==> src/shared/adc_pd_pkg.sv <==
`default_nettype none
package adc_pd_pkg;
  // Serial frame geometry
  localparam int FRAME_EDGES = 16;
  localparam logic [4:0] EDGE_PD_LOW = 5'h02;
  localparam logic [4:0] EDGE_KEEP_UP = 5'h0A;
  localparam logic [4:0] EDGE_LAST = 5'h10;
  localparam logic [4:0] EDGE_TRACK = 5'h0D;
  localparam int DATA_BITS = 12;
  localparam int LEAD_ZEROS = 4;
  // Wake time
  localparam int CLK_PERIOD_NS = 10;
  localparam int WAKE_TIME_NS = 1000;
  localparam int WAKE_CYCLES = (WAKE_TIME_NS + CLK_PERIOD_NS - 1)
    / CLK_PERIOD_NS;
  localparam logic [7:0] WAKE_CYCLES_W = 8'(WAKE_CYCLES);
  // Host serial clock half period in system clocks (80 ns period)
  localparam logic [2:0] SCLK_HALF = 3'h4;
  // Quiet interval after release, in system clocks
  localparam logic [2:0] QUIET_CYCLES = 3'h3;
  localparam logic [11:0] DATA_RESET = 12'h000;

  typedef enum logic [1:0] {
    PWR_NORMAL = 2'b00,
    PWR_WAKING = 2'b01,
    PWR_DOWN = 2'b11
  } pwr_type;

  typedef enum logic [2:0] {
    H_IDLE = 3'b000,
    H_LOW = 3'b001,
    H_HIGH = 3'b011,
    H_END = 3'b010,
    H_QUIET = 3'b110
  } host_state_type;

  typedef enum logic [1:0] {
    OP_FULL = 2'b00,
    OP_POWER_DOWN = 2'b01,
    OP_STOP_AFTER = 2'b10
  } op_type;
endpackage
`default_nettype wire

==> src/shared/adc_link_if.sv <==
`timescale 1ns/1ps
`default_nettype none
interface adc_link_if;
  logic frame_sel_n;
  logic sclk;
  logic serial_result_out;
  logic serial_result_oe;
  modport device (
    input frame_sel_n,
    input sclk,
    output serial_result_out,
    output serial_result_oe
  );
  modport host (
    output frame_sel_n,
    output sclk,
    input serial_result_out,
    input serial_result_oe
  );
endinterface
`default_nettype wire

==> src/rtl/pin_sync.sv <==
`timescale 1ns/1ps
`default_nettype none
module pin_sync (
  // Clock and reset
  input wire logic i_mclk,
  input wire logic i_reset,
  // Pins
  input wire logic [1:0] i_pin,
  output logic [1:0] o_sync
);
  typedef struct packed {
    logic [1:0] first;
    logic [1:0] second;
  } sync_state_type;
  sync_state_type state;
  sync_state_type next_state;

  always_comb begin
    next_state.first = i_pin;
    next_state.second = state.first;
  end

  always_ff @(posedge i_mclk) begin
    if (i_reset) begin
      state <= '{first: 2'h3, second: 2'h3};
    end else begin
      state <= next_state;
    end
  end

  assign o_sync = state.second;
endmodule
`default_nettype wire

==> src/rtl/adc_pd_device.sv <==
`timescale 1ns/1ps
`default_nettype none
// Notes on behaviour
// Rise after edge 2, before 10: power down
// Power-down entry aborts frame, releases output
// Rise before edge 2 keeps normal mode
// Wake starts at fall, needs 10 edges
// Powered 1 us after fall; next valid
// Early rise while waking returns to power-down
// Power-down: analog off, sampler holds
// Sampler tracks on first clock edge; code does so only in waking frames, else at the rise after fall 13
// Host waits quiet time after release
// One dummy frame suffices up to 18MHz
// Host may end dummy after edge 10
// Host runs dummy frame after supply
// Dummy frame allowed right after supply
// Sampler tracks at power-on
// Above 320kSPS lower serial clock
// Normal mode needs 10 edges low
// Rise between 10 and 16 aborts only
// Frame is 16 clocks; release on 16th
// Four zeros then 12 bits MSB first
// Counter clears at fall; decide at rise
module adc_pd_device (
  // Clock and reset
  input wire logic i_mclk,
  input wire logic i_reset,
  // Link
  adc_link_if.device link,
  // Converter side
  input wire logic [11:0] i_sample,
  output logic o_analog_on,
  output logic o_tracking,
  output logic o_powered,
  output logic [11:0] o_result
);
  typedef struct packed {
    adc_pd_pkg::pwr_type pwr;
    logic cs_d;
    logic sclk_d;
    logic active;
    logic [4:0] falls;
    logic [15:0] shreg;
    logic sdo;
    logic oe;
    logic track;
    logic [7:0] wake_cnt;
    logic powered;
    logic [11:0] result;
    logic [11:0] sample;
    logic analog;
  } dev_state_type;
  dev_state_type state;
  dev_state_type next_state;
  logic [1:0] pins;

  pin_sync sync_inst (
    .i_mclk(i_mclk),
    .i_reset(i_reset),
    .i_pin({link.frame_sel_n, link.sclk}),
    .o_sync(pins)
  );

  wire cs_n = pins[1];
  wire sclk = pins[0];
  wire cs_fall;
  wire cs_rise;
  wire sclk_fall;
  wire sclk_rise;

  // High for one cycle when a synchronised pin goes low
  function automatic logic fell(input logic prev, input logic now);
    return prev && !now;
  endfunction

  // High for one cycle when a synchronised pin goes high
  function automatic logic rose(input logic prev, input logic now);
    return !prev && now;
  endfunction

  // Falling-edge count including the edge being taken now
  function automatic logic [4:0] fall_count(input logic [4:0] falls);
    return falls + 5'h01;
  endfunction

  // Power state chosen when frame select rises inside a frame
  function automatic adc_pd_pkg::pwr_type rise_state(
    input adc_pd_pkg::pwr_type pwr,
    input logic [4:0] falls
  );
    adc_pd_pkg::pwr_type res;
    res = pwr;
    if (falls < adc_pd_pkg::EDGE_KEEP_UP) begin
      if (pwr == adc_pd_pkg::PWR_WAKING) begin
        res = adc_pd_pkg::PWR_DOWN;
      end else if (falls >= adc_pd_pkg::EDGE_PD_LOW) begin
        res = adc_pd_pkg::PWR_DOWN;
      end
    end
    return res;
  endfunction

  assign cs_fall = fell(state.cs_d, cs_n);
  assign cs_rise = rose(state.cs_d, cs_n);
  assign sclk_fall = fell(state.sclk_d, sclk);
  assign sclk_rise = rose(state.sclk_d, sclk);

  always_comb begin
    next_state = state;
    next_state.cs_d = cs_n;
    next_state.sclk_d = sclk;
    // Wake timer keeps running after waking ends early at edge 10
    if (state.pwr != adc_pd_pkg::PWR_DOWN &&
        state.wake_cnt != adc_pd_pkg::WAKE_CYCLES_W) begin
      next_state.wake_cnt = state.wake_cnt + 8'h01;
    end
    if (cs_fall) begin
      next_state.falls = 5'h00;
      next_state.active = 1'b1;
      next_state.oe = 1'b1;
      next_state.sdo = 1'b0;
      next_state.shreg = {{adc_pd_pkg::LEAD_ZEROS{1'b0}}, i_sample};
      next_state.sample = i_sample;
      next_state.track = 1'b0;
      if (state.pwr == adc_pd_pkg::PWR_DOWN) begin
        next_state.pwr = adc_pd_pkg::PWR_WAKING;
        next_state.wake_cnt = 8'h00;
      end
    end else if (cs_rise && state.active) begin
      next_state.active = 1'b0;
      next_state.oe = 1'b0;
      next_state.pwr = rise_state(state.pwr, state.falls);
      if (next_state.pwr == adc_pd_pkg::PWR_DOWN) begin
        next_state.track = 1'b0;
      end else begin
        next_state.track = 1'b1;
      end
    end else if (state.active) begin
      if ((sclk_rise || sclk_fall) && state.falls == 5'h00 &&
          state.pwr == adc_pd_pkg::PWR_WAKING) begin
        next_state.track = 1'b1;
      end
      if (sclk_rise && state.falls >= adc_pd_pkg::EDGE_TRACK) begin
        next_state.track = 1'b1;
      end
      if (sclk_fall) begin
        next_state.falls = fall_count(state.falls);
        next_state.sdo = state.shreg[14];
        next_state.shreg = {state.shreg[14:0], 1'b0};
        if (fall_count(state.falls) == adc_pd_pkg::EDGE_KEEP_UP &&
            state.pwr == adc_pd_pkg::PWR_WAKING) begin
          next_state.pwr = adc_pd_pkg::PWR_NORMAL;
        end
        if (fall_count(state.falls) == adc_pd_pkg::EDGE_LAST) begin
          next_state.oe = 1'b0;
          next_state.active = 1'b0;
          next_state.result = state.sample;
        end
      end
    end
    next_state.analog = (next_state.pwr != adc_pd_pkg::PWR_DOWN);
    next_state.powered = (next_state.pwr != adc_pd_pkg::PWR_DOWN) &&
      (next_state.wake_cnt == adc_pd_pkg::WAKE_CYCLES_W);
  end

  always_ff @(posedge i_mclk) begin
    if (i_reset) begin
      state <= '0;
      state.pwr <= adc_pd_pkg::PWR_NORMAL;
      state.cs_d <= 1'b1;
      state.sclk_d <= 1'b1;
      state.active <= 1'b0;
      state.falls <= 5'h00;
      state.sdo <= 1'b0;
      state.oe <= 1'b0;
      state.track <= 1'b1;
      state.wake_cnt <= adc_pd_pkg::WAKE_CYCLES_W;
      state.powered <= 1'b1;
      state.result <= adc_pd_pkg::DATA_RESET;
      state.sample <= adc_pd_pkg::DATA_RESET;
      state.analog <= 1'b1;
    end else begin
      state <= next_state;
    end
  end

  assign link.serial_result_out = state.sdo;
  assign link.serial_result_oe = state.oe;
  assign o_analog_on = state.analog;
  assign o_tracking = state.track;
  assign o_powered = state.powered;
  assign o_result = state.result;
endmodule
`default_nettype wire

==> src/flat_wrapper.sv <==
// flat-port wrapper written by rule: the top's interface ports become plain ports
module adc_pd_device_flat 
  (i_mclk, i_reset, i_sample, o_analog_on, o_tracking, o_powered, o_result, link_frame_sel_n, link_sclk, link_serial_result_out, link_serial_result_oe);
  adc_link_if link_i ();
  input wire logic i_mclk;
  input wire logic i_reset;
  input wire logic [11:0] i_sample;
  output logic o_analog_on;
  output logic o_tracking;
  output logic o_powered;
  output logic [11:0] o_result;
  input wire logic [$bits(link_i.frame_sel_n)-1:0] link_frame_sel_n;
  input wire logic [$bits(link_i.sclk)-1:0] link_sclk;
  output wire logic [$bits(link_i.serial_result_out)-1:0] link_serial_result_out;
  output wire logic [$bits(link_i.serial_result_oe)-1:0] link_serial_result_oe;
  assign link_i.frame_sel_n = link_frame_sel_n;
  assign link_i.sclk = link_sclk;
  assign link_serial_result_out = link_i.serial_result_out;
  assign link_serial_result_oe = link_i.serial_result_oe;
  adc_pd_device u_core (.i_mclk(i_mclk), .i_reset(i_reset), .link(link_i), .i_sample(i_sample), .o_analog_on(o_analog_on), .o_tracking(o_tracking), .o_powered(o_powered), .o_result(o_result));
endmodule
==> config.mk <==
export PLATFORM = sky130hd
export DESIGN_NAME = adc_pd_device_flat
export DESIGN_NICKNAME = d
export VERILOG_FILES = /design/src/shared/adc_pd_pkg.sv /design/src/shared/adc_link_if.sv /design/src/rtl/pin_sync.sv /design/src/rtl/adc_pd_device.sv /design/src/flat_wrapper.sv
export SDC_FILE = /design/constraint.sdc
export NUM_CORES = 1
export LEC_CHECK = 0
export ABC_AREA = 1
export BUFFER_PORTS_ARGS = -buffer_cell sky130_fd_sc_hd__buf_2
export CAP_MARGIN = 20
export CORE_MARGIN = 2
export CORE_UTILIZATION = 50
export CTS_CLUSTER_DIAMETER = 80
export CTS_CLUSTER_SIZE = 28
export DETAILED_ROUTE_END_ITERATION = 6
export GPL_ROUTABILITY_DRIVEN = 0
export PLACE_DENSITY = 0.7
export SLEW_MARGIN = 20
export SYNTH_ARGS = -nofsm -noshare
export SYNTH_HDL_FRONTEND = slang
export SYNTH_SLANG_ARGS = --single-unit
==> constraint.sdc <==
create_clock -name i_mclk -period 3.2 [get_ports i_mclk]
set_clock_uncertainty 0.15 [all_clocks]
set_input_delay 0.32 -clock i_mclk [delete_from_list [all_inputs] [get_ports i_mclk]]
set_output_delay 0.32 -clock i_mclk [all_outputs]
set_load 0.05 [all_outputs]
==> run summary, run 1 <==
========================================================================================
Syn Nets                                                                             432
Capture endpoint of the worst hold path                                     u_core.sync_inst.next_state[0]
Instance count along the most critical hold path                                       2
Full die area                                                                   6750 um2
Startpoint type of the worst setup path                                        flip-flop
Num CTS Buffers                                                                        9
Endpoint of the worst register-to-register path                             u_core.o_result[1]
Portion of synthesized cell area occupied by the leading cell type                 0.432
Number of rows in the core area                                                       28
Met1 routed wirelength after detailed routing                                    2940 um
Setup violators final                                                                  0
Setup fix buffers added after clock tree synthesis                                     0
R2r setup slk                                                                    0.95 ns
Gr usage total                                                                     0.201
CTS clk-pin slew, worst paths                                                    0.08 ns
Total via count in the routed design                                                2587
Remaining global-route overflow                                                        0
Logic pwr share                                                                    0.101
Worst Setup End Kind                                                           flip-flop
Critical Setup Path Class                                                   flip-flop to flip-flop
Count of max-cap constraint violations                                                 0
Data required time of the critical path                                          3.32 ns
TritonCTS clock tree                                                               built
Fmax                                                                           0.445 GHz
Final core utilization                                                             0.573
Setup TNS Final                                                                     0 ns
Post-Layout Inst Area                                                           3390 um2
Worst slew margin relative to its limit                                            0.327
Setup WS post-layout                                                            0.955 ns
Worst VDD drop                                                                  0.423 mV
Arrival @ worst endpoint                                                         2.37 ns
Worst R2R Path Depth                                                                   9
Wirelength per Cell                                                              12.2 um
Number of DRC violations after detailed-routing iteration 0                          138
Clk root buf                                                                sky130_fd_sc_hd__clkbuf_8
Placement-stage worst setup slack                                               0.995 ns
Clock power share                                                                  0.445
Placed cell areas                                                               3140 um2
Register bit count reported by yosys                                                  66
Post-route ant nets                                                                    0
Number of pins with negative max-slew slack in the final report                        0
Number of global-route vias before repair                                           2388
DRC violation count after routing                                                      0
Average cell area after synthesis                                               7.51 um2
Clock tree buffer depth                                                                2
Slew at the pin with the worst max-slew slack                                    1.01 ns
Run status                                                                     completed
Leak pwr                                                                      0.00154 uW
Largest net degree at the start of global routing                                     34
RR Startpoint                                                               u_core.state[54]
Primary flip-flop cell chosen by synthesis mapping                          sky130_fd_sc_hd__dfxtp_1
P_int                                                                            1430 uW
Source-to-sink clock delay at the later pin of the worst-skew pair               0.34 ns
Number of input and output port buffers inserted                                      32
Initial antenna violation count                                                        0
Post-cts gate resize count                                                             0
RSZ-0062 raised after global routing                                                  no
Area delta synth->final                                                            11.1%
Core outline area                                                               5920 um2
Global-route wire length before repair                                          10400 um
Number of search-and-repair iterations in the first detailed-routing pass              4
Via-per-instance ratio                                                              5.12
Count of inserted antenna diode cells                                                  0
Hold Crit Start                                                                link_sclk
Uppermost layer routed                                                              met4
Detailed Place HPWL                                                              4150 um
Top fanout value on the critical path                                                 23
IO Count                                                                              33
PwrDens                                                                       561 nW/um2
Fraction of registers with async set or reset after synthesis                          0
Post-route minimum period                                                        2.25 ns
Register area share after synthesis                                                0.432
Total number of H-tree levels                                                          3
Number of flops mapped to enable cells by yosys                                        0
Number of library cell types mapped by synthesis                                      33
Syn. warnings                                                                          0
Total wire length                                                                6180 um
Power after layout                                                               1900 uW
Number of hold violations in the final report                                          0
Post-Syn Instances                                                                   407
Tightest Hold Check Type                                                    primary input to flip-flop
Cell with the most instances after synthesis                                sky130_fd_sc_hd__nand2_1
Effective utilization at floorplan                                                 0.516
# nets final                                                                         450
Ratio of cells with drive above 1 in the final layout                              0.170
Detail Route met2 WL                                                             2940 um
Final clock period utilization by the worst path                                   0.702
Cell type with the highest aggregate area in the netlist                    sky130_fd_sc_hd__dfxtp_1
Seq pwr share                                                                      0.454
Chip Height                                                                      82.2 um
Chip width                                                                       82.2 um
Cell types occupying the most area after synthesis                          sky130_fd_sc_hd__dfxtp_1, sky130_fd_sc_hd__nand2_1, sky130_fd_sc_hd__inv_1, sky130_fd_sc_hd__nand3_1, sky130_fd_sc_hd__ha_1
Clock Sink Count                                                                      66
Fraction of power spent switching nets                                             0.250
Number of buffers inserted by hold repair at cts                                       1
Most frequent cells after synthesis                                         sky130_fd_sc_hd__nand2_1, sky130_fd_sc_hd__dfxtp_1, sky130_fd_sc_hd__inv_1, sky130_fd_sc_hd__nand3_1, sky130_fd_sc_hd__nor2_1
Synth Cell Area                                                                 3060 um2
Switching component of the power                                                  475 uW
Total met3 wirelength after detailed routing                                      203 um
========================================================================================
==> flip-flops by register name (all words and copies together), names as in the netlist <==
register and flops:
u_core.state 45, u_core.o_result 12, u_core.sync_inst.next_state 2, u_core.sync_inst.o_sync 2, u_core.link.serial_result_oe 1, u_core.link.serial_result_out 1, u_core.o_analog_on 1, u_core.o_powered 1
u_core.o_tracking 1
==> cell families (layout without fill, tap and decap cells) <==
family / Yosys count / count (layout) / synth area share
adders and majority gates: 9 / 9 / 0.0369
buffers and inverters: 87 / 110 / 0.130
AOI/OAI and AO/OA: 72 / 72 / 0.141
and+or+nand+nor: 170 / 170 / 0.251
DFF: 66 / 66 / 0.432
xor gates and xnor gates: 3 / 3 / 0.00860
==> layer usage <==
layer  GRT usage  vias up
li1            -     1338
met1       0.248     1192
met2       0.341       46
met3      0.0391       11
met4      0.0850        0
met5           0        -
==> power by group through the flow <==
stage / Clock (uW) / Combinational, uW / Sequential [uW]
finish: 847 / 192 / 865
detailed placement: 0 / 191 / 884
CTS: 862 / 194 / 865
floorplan: 0 / 123 / 902
global placement: 0 / 188 / 883
global route: 893 / 222 / 868
==> stage by stage <==
stage,instances,hold slack (ns)
after CTS,505,0.00645
final,505,0.0193
after floorplan,407,0.239
after global placement,488,0.251
after global routing,505,0.0140
after detailed placement,488,0.250
==> cell usage in the layout, fill, tap and decap left out, drive strengths merged <==
master	n
nand3	32
o22ai	10
nor2	27
o211ai	6
nor3	6
nand4	5
xor2	3
buf	32
clkinv	2
inv	61
dlygate4sd3	1
and2	1
nand3b	2
nand2	91
o311ai	3
or3	1
bufinv	3
clkbuf	10
ha	9
a21oi	25
a31oi	1
dfxtp	66
clkinvlp	1
o21ai	27
or2	5
==> layout make-up <==
cell class | count | area, um2
clock buffers | 10 | 128
clock inverters | 6 | 115
fillers | 555 | 2530
inverters | 61 | 229
multi-input cells | 254 | 1340
flip-flops and latches | 66 | 1320
well taps | 75 | 93.8
repair buffers | 33 | 170
==> critical path, stage by stage, from the launching register on <==
cell	delay, ns
sky130_fd_sc_hd__dfxtp_1	0.45
sky130_fd_sc_hd__ha_1	0.26
sky130_fd_sc_hd__nand2_1	0.07
sky130_fd_sc_hd__nand2_1	0.12
sky130_fd_sc_hd__nand3_1	0.09
sky130_fd_sc_hd__nor2_2	0.12
sky130_fd_sc_hd__nand2_2	0.10
sky130_fd_sc_hd__nor2_4	0.48
sky130_fd_sc_hd__o21ai_0	0.16
sky130_fd_sc_hd__a21oi_1	0.17
==> how the worst max path moves through the flow <==
stage	start	endpoint	slack [ns]	cells after the start
final	u_core.state[54]	u_core.o_result[1]	0.95	9
after global routing	u_core.state[54]	u_core.o_result[2]	0.70	9
after CTS	u_core.state[54]	u_core.o_result[1]	0.96	9
after detailed placement	u_core.state[54]	u_core.o_result[2]	1.0	9
after global placement	u_core.state[54]	u_core.o_result[2]	1.05	9
after floorplan	u_core.state[54]	u_core.o_result[1]	1.50	9
No activity file was read; power rests on OpenSTA's default activity.
==> run 2, diff against run 1 <==
- ABC_AREA: 1 -> 0
- clock period: 3.2 -> 2.1 ns (I/O delays scaled with it)
==> run 2 against run 1 <==
Compared with the run above: clock power up 35%; non-clock buffer count up 29; critical path depth down 4; combinational power up 88%; worst setup slack worse by 0.82 ns; worst hold slack better by 0.057 ns; core utilization up 4.2 points; area after synthesis down 1.1%; sequential power up 53%; wire length up 3.9%; cell area up 6.7%; die area down 1.0%; critical path type unchanged; largest power group unchanged; highest routed layer unchanged.
==> run summary, run 2 <==
========================================================================================
Run status                                                                     completed   unchanged
Area delta synth->final                                                            19.8%   was 11.1%
Synth Area in Compound Gates                                                       0.139   was 0.141
Switching component of the power                                                  707 uW   was 475 uW
Detailed Place HPWL                                                              4220 um   was 4150 um
Ratio of cells with drive above 1 in the final layout                              0.195   was 0.170
# nets final                                                                         420   was 450
Number of hold violations in the final report                                          0   unchanged
Synth Area in Adders                                                              0.0406   was 0.0369
Critical path cell sequence                                                 or2_1, or3_4, o311ai_1, o2111ai_2, a21boi_1   was ha_1, nand2_1, nand2_1, nand3_1, nor2_2, nand2_2, nor2_4, o21ai_0, a21oi_1
Num CTS Buffers                                                                        9   unchanged
Syn Nets                                                                             379   was 432
Cell types occupying the most area after synthesis                          sky130_fd_sc_hd__dfxtp_1, sky130_fd_sc_hd__nand2_1, sky130_fd_sc_hd__mux2i_1, sky130_fd_sc_hd__nor2_1, sky130_fd_sc_hd__a21oi_1   was sky130_fd_sc_hd__dfxtp_1, sky130_fd_sc_hd__nand2_1, sky130_fd_sc_hd__inv_1, sky130_fd_sc_hd__nand3_1, sky130_fd_sc_hd__ha_1
Number of fill cells                                                                 493   was 555
Number of search-and-repair iterations in the first detailed-routing pass              4   unchanged
Area used by multi-input combinational logic                                    1510 um2   was 1340 um2
Post-route ant nets                                                                    0   unchanged
Multiplexer area fraction after synthesis                                         0.0530   was 0
Clock tree buffer depth                                                                2   unchanged
Effective utilization at floorplan                                                 0.513   was 0.516
Fraction of power spent switching nets                                             0.251   was 0.250
Portion of synthesized cell area occupied by the leading cell type                 0.437   was 0.432
Global-route wire length before repair                                          10300 um   was 10400 um
Setup violators final                                                                  0   unchanged
IO Count                                                                              33   unchanged
Average cell area after synthesis                                               8.54 um2   was 7.51 um2
Post-Syn Instances                                                                   354   was 407
Full die area                                                                   6680 um2   was 6750 um2
Setup TNS Final                                                                     0 ns   unchanged
P_int                                                                            2110 uW   was 1430 uW
Count of max-cap constraint violations                                                 0   unchanged
Worst slew margin relative to its limit                                            0.704   was 0.327
Syn. warnings                                                                          0   unchanged
Worst VDD drop                                                                  0.445 mV   was 0.423 mV
Setup WS post-layout                                                            0.130 ns   was 0.955 ns
Largest net degree at the start of global routing                                     33   was 34
Clock Sink Count                                                                      66   unchanged
Via-per-instance ratio                                                              5.37   was 5.12
Total number of H-tree levels                                                          3   unchanged
Biggest cell delay along the critical path                                       0.42 ns   was 0.48 ns
Chip Height                                                                      81.7 um   was 82.2 um
Total via count in the routed design                                                2550   was 2587
RSZ-0062 raised after global routing                                                  no   unchanged
Remaining global-route overflow                                                        0   unchanged
Slowest stage cell on the critical path                                     sky130_fd_sc_hd__or3_4   was sky130_fd_sc_hd__nor2_4
Top fanout value on the critical path                                                  6   was 23
Count of buffering cells on the critical path with inverters included                  0   unchanged
Cell type with the highest aggregate area in the netlist                    sky130_fd_sc_hd__dfxtp_1   unchanged
Final clock period utilization by the worst path                                   0.938   was 0.702
Placement-stage worst setup slack                                              0.0799 ns   was 0.995 ns
Worst Setup End Kind                                                           flip-flop   unchanged
PwrDens                                                                       779 nW/um2   was 561 nW/um2
Register area                                                                   1320 um2   about the same
Gr usage total                                                                     0.201   about the same
Clock power share                                                                  0.404   was 0.445
Fraction of registers with async set or reset after synthesis                          0   unchanged
Initial antenna violation count                                                        0   unchanged
Most frequent cells in the layout                                           sky130_fd_sc_hd__nand2_1, sky130_fd_sc_hd__dfxtp_1, sky130_fd_sc_hd__nor2_1, sky130_fd_sc_hd__buf_2, sky130_fd_sc_hd__a21oi_1   was sky130_fd_sc_hd__nand2_1, sky130_fd_sc_hd__dfxtp_1, sky130_fd_sc_hd__inv_1
Startpoint type of the worst setup path                                        flip-flop   unchanged
Wirelength per Cell                                                              13.5 um   was 12.2 um
Data required time of the critical path                                          2.22 ns   was 3.32 ns
Logic pwr share                                                                    0.128   was 0.101
Source-to-sink clock delay at the later pin of the worst-skew pair               0.34 ns   about the same
Synth Cell Area                                                                 3020 um2   was 3060 um2
Critical Setup Path Class                                                   flip-flop to flip-flop   unchanged
Flip-flop count of the largest register, all copies and words added                   45   unchanged
Number of global-route vias before repair                                           2240   was 2388
Seq pwr share                                                                      0.468   was 0.454
Tightest Hold Check Type                                                    primary input to flip-flop   unchanged
Count of inserted antenna diode cells                                                  0   unchanged
Leak pwr                                                                      0.00145 uW   was 0.00154 uW
Family with the most delay on the worst path                                compound AO/OA/AOI/OAI gates   was simple AND/OR/NAND/NOR gates
Total wire length                                                                6410 um   was 6180 um
Parity-gate share of the synthesized area counting xor and xnor cells             0.0290   was 0.00860
Number of input and output port buffers inserted                                      32   unchanged
TritonCTS clock tree                                                               built   unchanged
Clk root buf                                                                sky130_fd_sc_hd__clkbuf_8   unchanged
Register bit count reported by yosys                                                  66   unchanged
CTS clk-pin slew, worst paths                                                    0.07 ns   was 0.08 ns
Synthesized-area fraction occupied by and/or/nand/nor cells                        0.227   was 0.251
Number of DRC violations after detailed-routing iteration 0                          135   was 138
Primary flip-flop cell chosen by synthesis mapping                          sky130_fd_sc_hd__dfxtp_1   unchanged
Commonest non-fill, non-tap cell in the layout                              sky130_fd_sc_hd__nand2_1   unchanged
Number of pins with negative max-slew slack in the final report                        0   unchanged
Most frequent cells after synthesis                                         sky130_fd_sc_hd__dfxtp_1, sky130_fd_sc_hd__nand2_1, sky130_fd_sc_hd__nor2_1, sky130_fd_sc_hd__a21oi_1, sky130_fd_sc_hd__mux2i_1   was sky130_fd_sc_hd__nand2_1, sky130_fd_sc_hd__dfxtp_1, sky130_fd_sc_hd__inv_1, sky130_fd_sc_hd__nand3_1, sky130_fd_sc_hd__nor2_1
Chip width                                                                       81.7 um   was 82.2 um
Slew at the pin with the worst max-slew slack                                   0.441 ns   was 1.01 ns
Post-route minimum period                                                        1.97 ns   was 2.25 ns
Core outline area                                                               5890 um2   was 5920 um2
Number of flops mapped to enable cells by yosys                                        0   unchanged
Cell with the most instances after synthesis                                sky130_fd_sc_hd__dfxtp_1   was sky130_fd_sc_hd__nand2_1
Dominant combinational cell family by area after synthesis                  simple AND/OR/NAND/NOR gates   unchanged
Number of rows in the core area                                                       28   unchanged
Register area share after synthesis                                                0.437   was 0.432
DRC violation count after routing                                                      0   unchanged
Arrival @ worst endpoint                                                         2.09 ns   was 2.37 ns
Power after layout                                                               2820 uW   was 1900 uW
Fmax                                                                           0.508 GHz   was 0.445 GHz
Register containing the most flip-flops in the final layout                 u_core.state   unchanged
Number of library cell types mapped by synthesis                                      52   was 33
========================================================================================
run 2: changes by cell type in the layout (fill, tap and decap cells not counted), moves of 10 or more:
| cell | before | now |
|---|---|---|
| sky130_fd_sc_hd__mux2i_1 | 0 | 16 |
| sky130_fd_sc_hd__dlygate4sd3_1 | 1 | 14 |
| sky130_fd_sc_hd__nand2_1 | 89 | 65 |
| sky130_fd_sc_hd__o21ai_0 | 18 | 8 |
| sky130_fd_sc_hd__buf_4 | 0 | 15 |
| sky130_fd_sc_hd__nand3_1 | 31 | 9 |
| sky130_fd_sc_hd__inv_1 | 55 | 12 |
run 2: worst register-to-register path: stages, from the launching register on:
cell and delay [ns]:
sky130_fd_sc_hd__dfxtp_1 0.35, sky130_fd_sc_hd__or2_1 0.28, sky130_fd_sc_hd__or3_4 0.42, sky130_fd_sc_hd__o311ai_1 0.37, sky130_fd_sc_hd__o2111ai_2 0.17, sky130_fd_sc_hd__a21boi_1 0.16
run 2: final cells by class:
cell class,instances,area share
Clock buffer,11,0.0363
Inverter,12,0.0124
Sequential cell,66,0.366
Multi-Input combinational cell,244,0.418
Tap cell,75,0.0259
Timing Repair Buffer,62,0.120
Clock inverter,5,0.0218
run 2: logic make-up after synthesis:
family                     after synthesis
AOI/OAI and AO/OA                       62
xor gates and xnor gates                10
adders and majority gates               10
buffers and inverters                   44
DFF                                     66
muxes                                   16
and+or+nand+nor                        146
run 2: timing repair:
action / 4_1_cts / 5_1_grt
hold buffers: 14 / 0
hold endpoints to repair: 18 / 0
setup buffers: 0 / 0
gates resized for setup: 0 / 8
endpoints found under the setup margin: 0 / 12
run 2: per-stage QoR:
stage | instance area [um2] | hold WS, ns | std cells | util
after detailed placement | 3240 | 0.243 | 445 | 0.550
after floorplan | 3030 | 0.164 | 354 | -
final | 3620 | 0.0766 | 475 | 0.615
after global placement | 3240 | 0.248 | 445 | 0.550
after global routing | 3620 | 0.0909 | 475 | 0.615
after CTS | 3590 | 0.0736 | 475 | 0.610
run 2: power by group through the flow:
stage	logic [uW]	clock network [uW]	registers, uW
after floorplan	197	0	1380
after global placement	314	0	1350
after detailed placement	318	0	1350
after CTS	339	1160	1320
after global routing	393	1240	1320
final	360	1140	1320
run 2: worst paths after layout:
check,endpoint,cells past startpoint,slack (ns),start
max,u_core.o_powered,5,0.13,u_core.state[30]
min,u_core.o_result[10],2,0.08,i_reset
max reg2reg,u_core.o_powered,5,0.13,u_core.state[30]
min reg2reg,u_core.sync_inst.o_sync[1],1,0.26,u_core.sync_inst.next_state[1]
run 2: routing by layer:
layer  vias to the layer above  track usage  share of wire
li1                       1289            -              -
met1                      1187        0.265           0.47
met2                        61        0.304           0.46
met3                        13       0.0626          0.051
met4                         0       0.0850          0.020
met5                         -            0              0
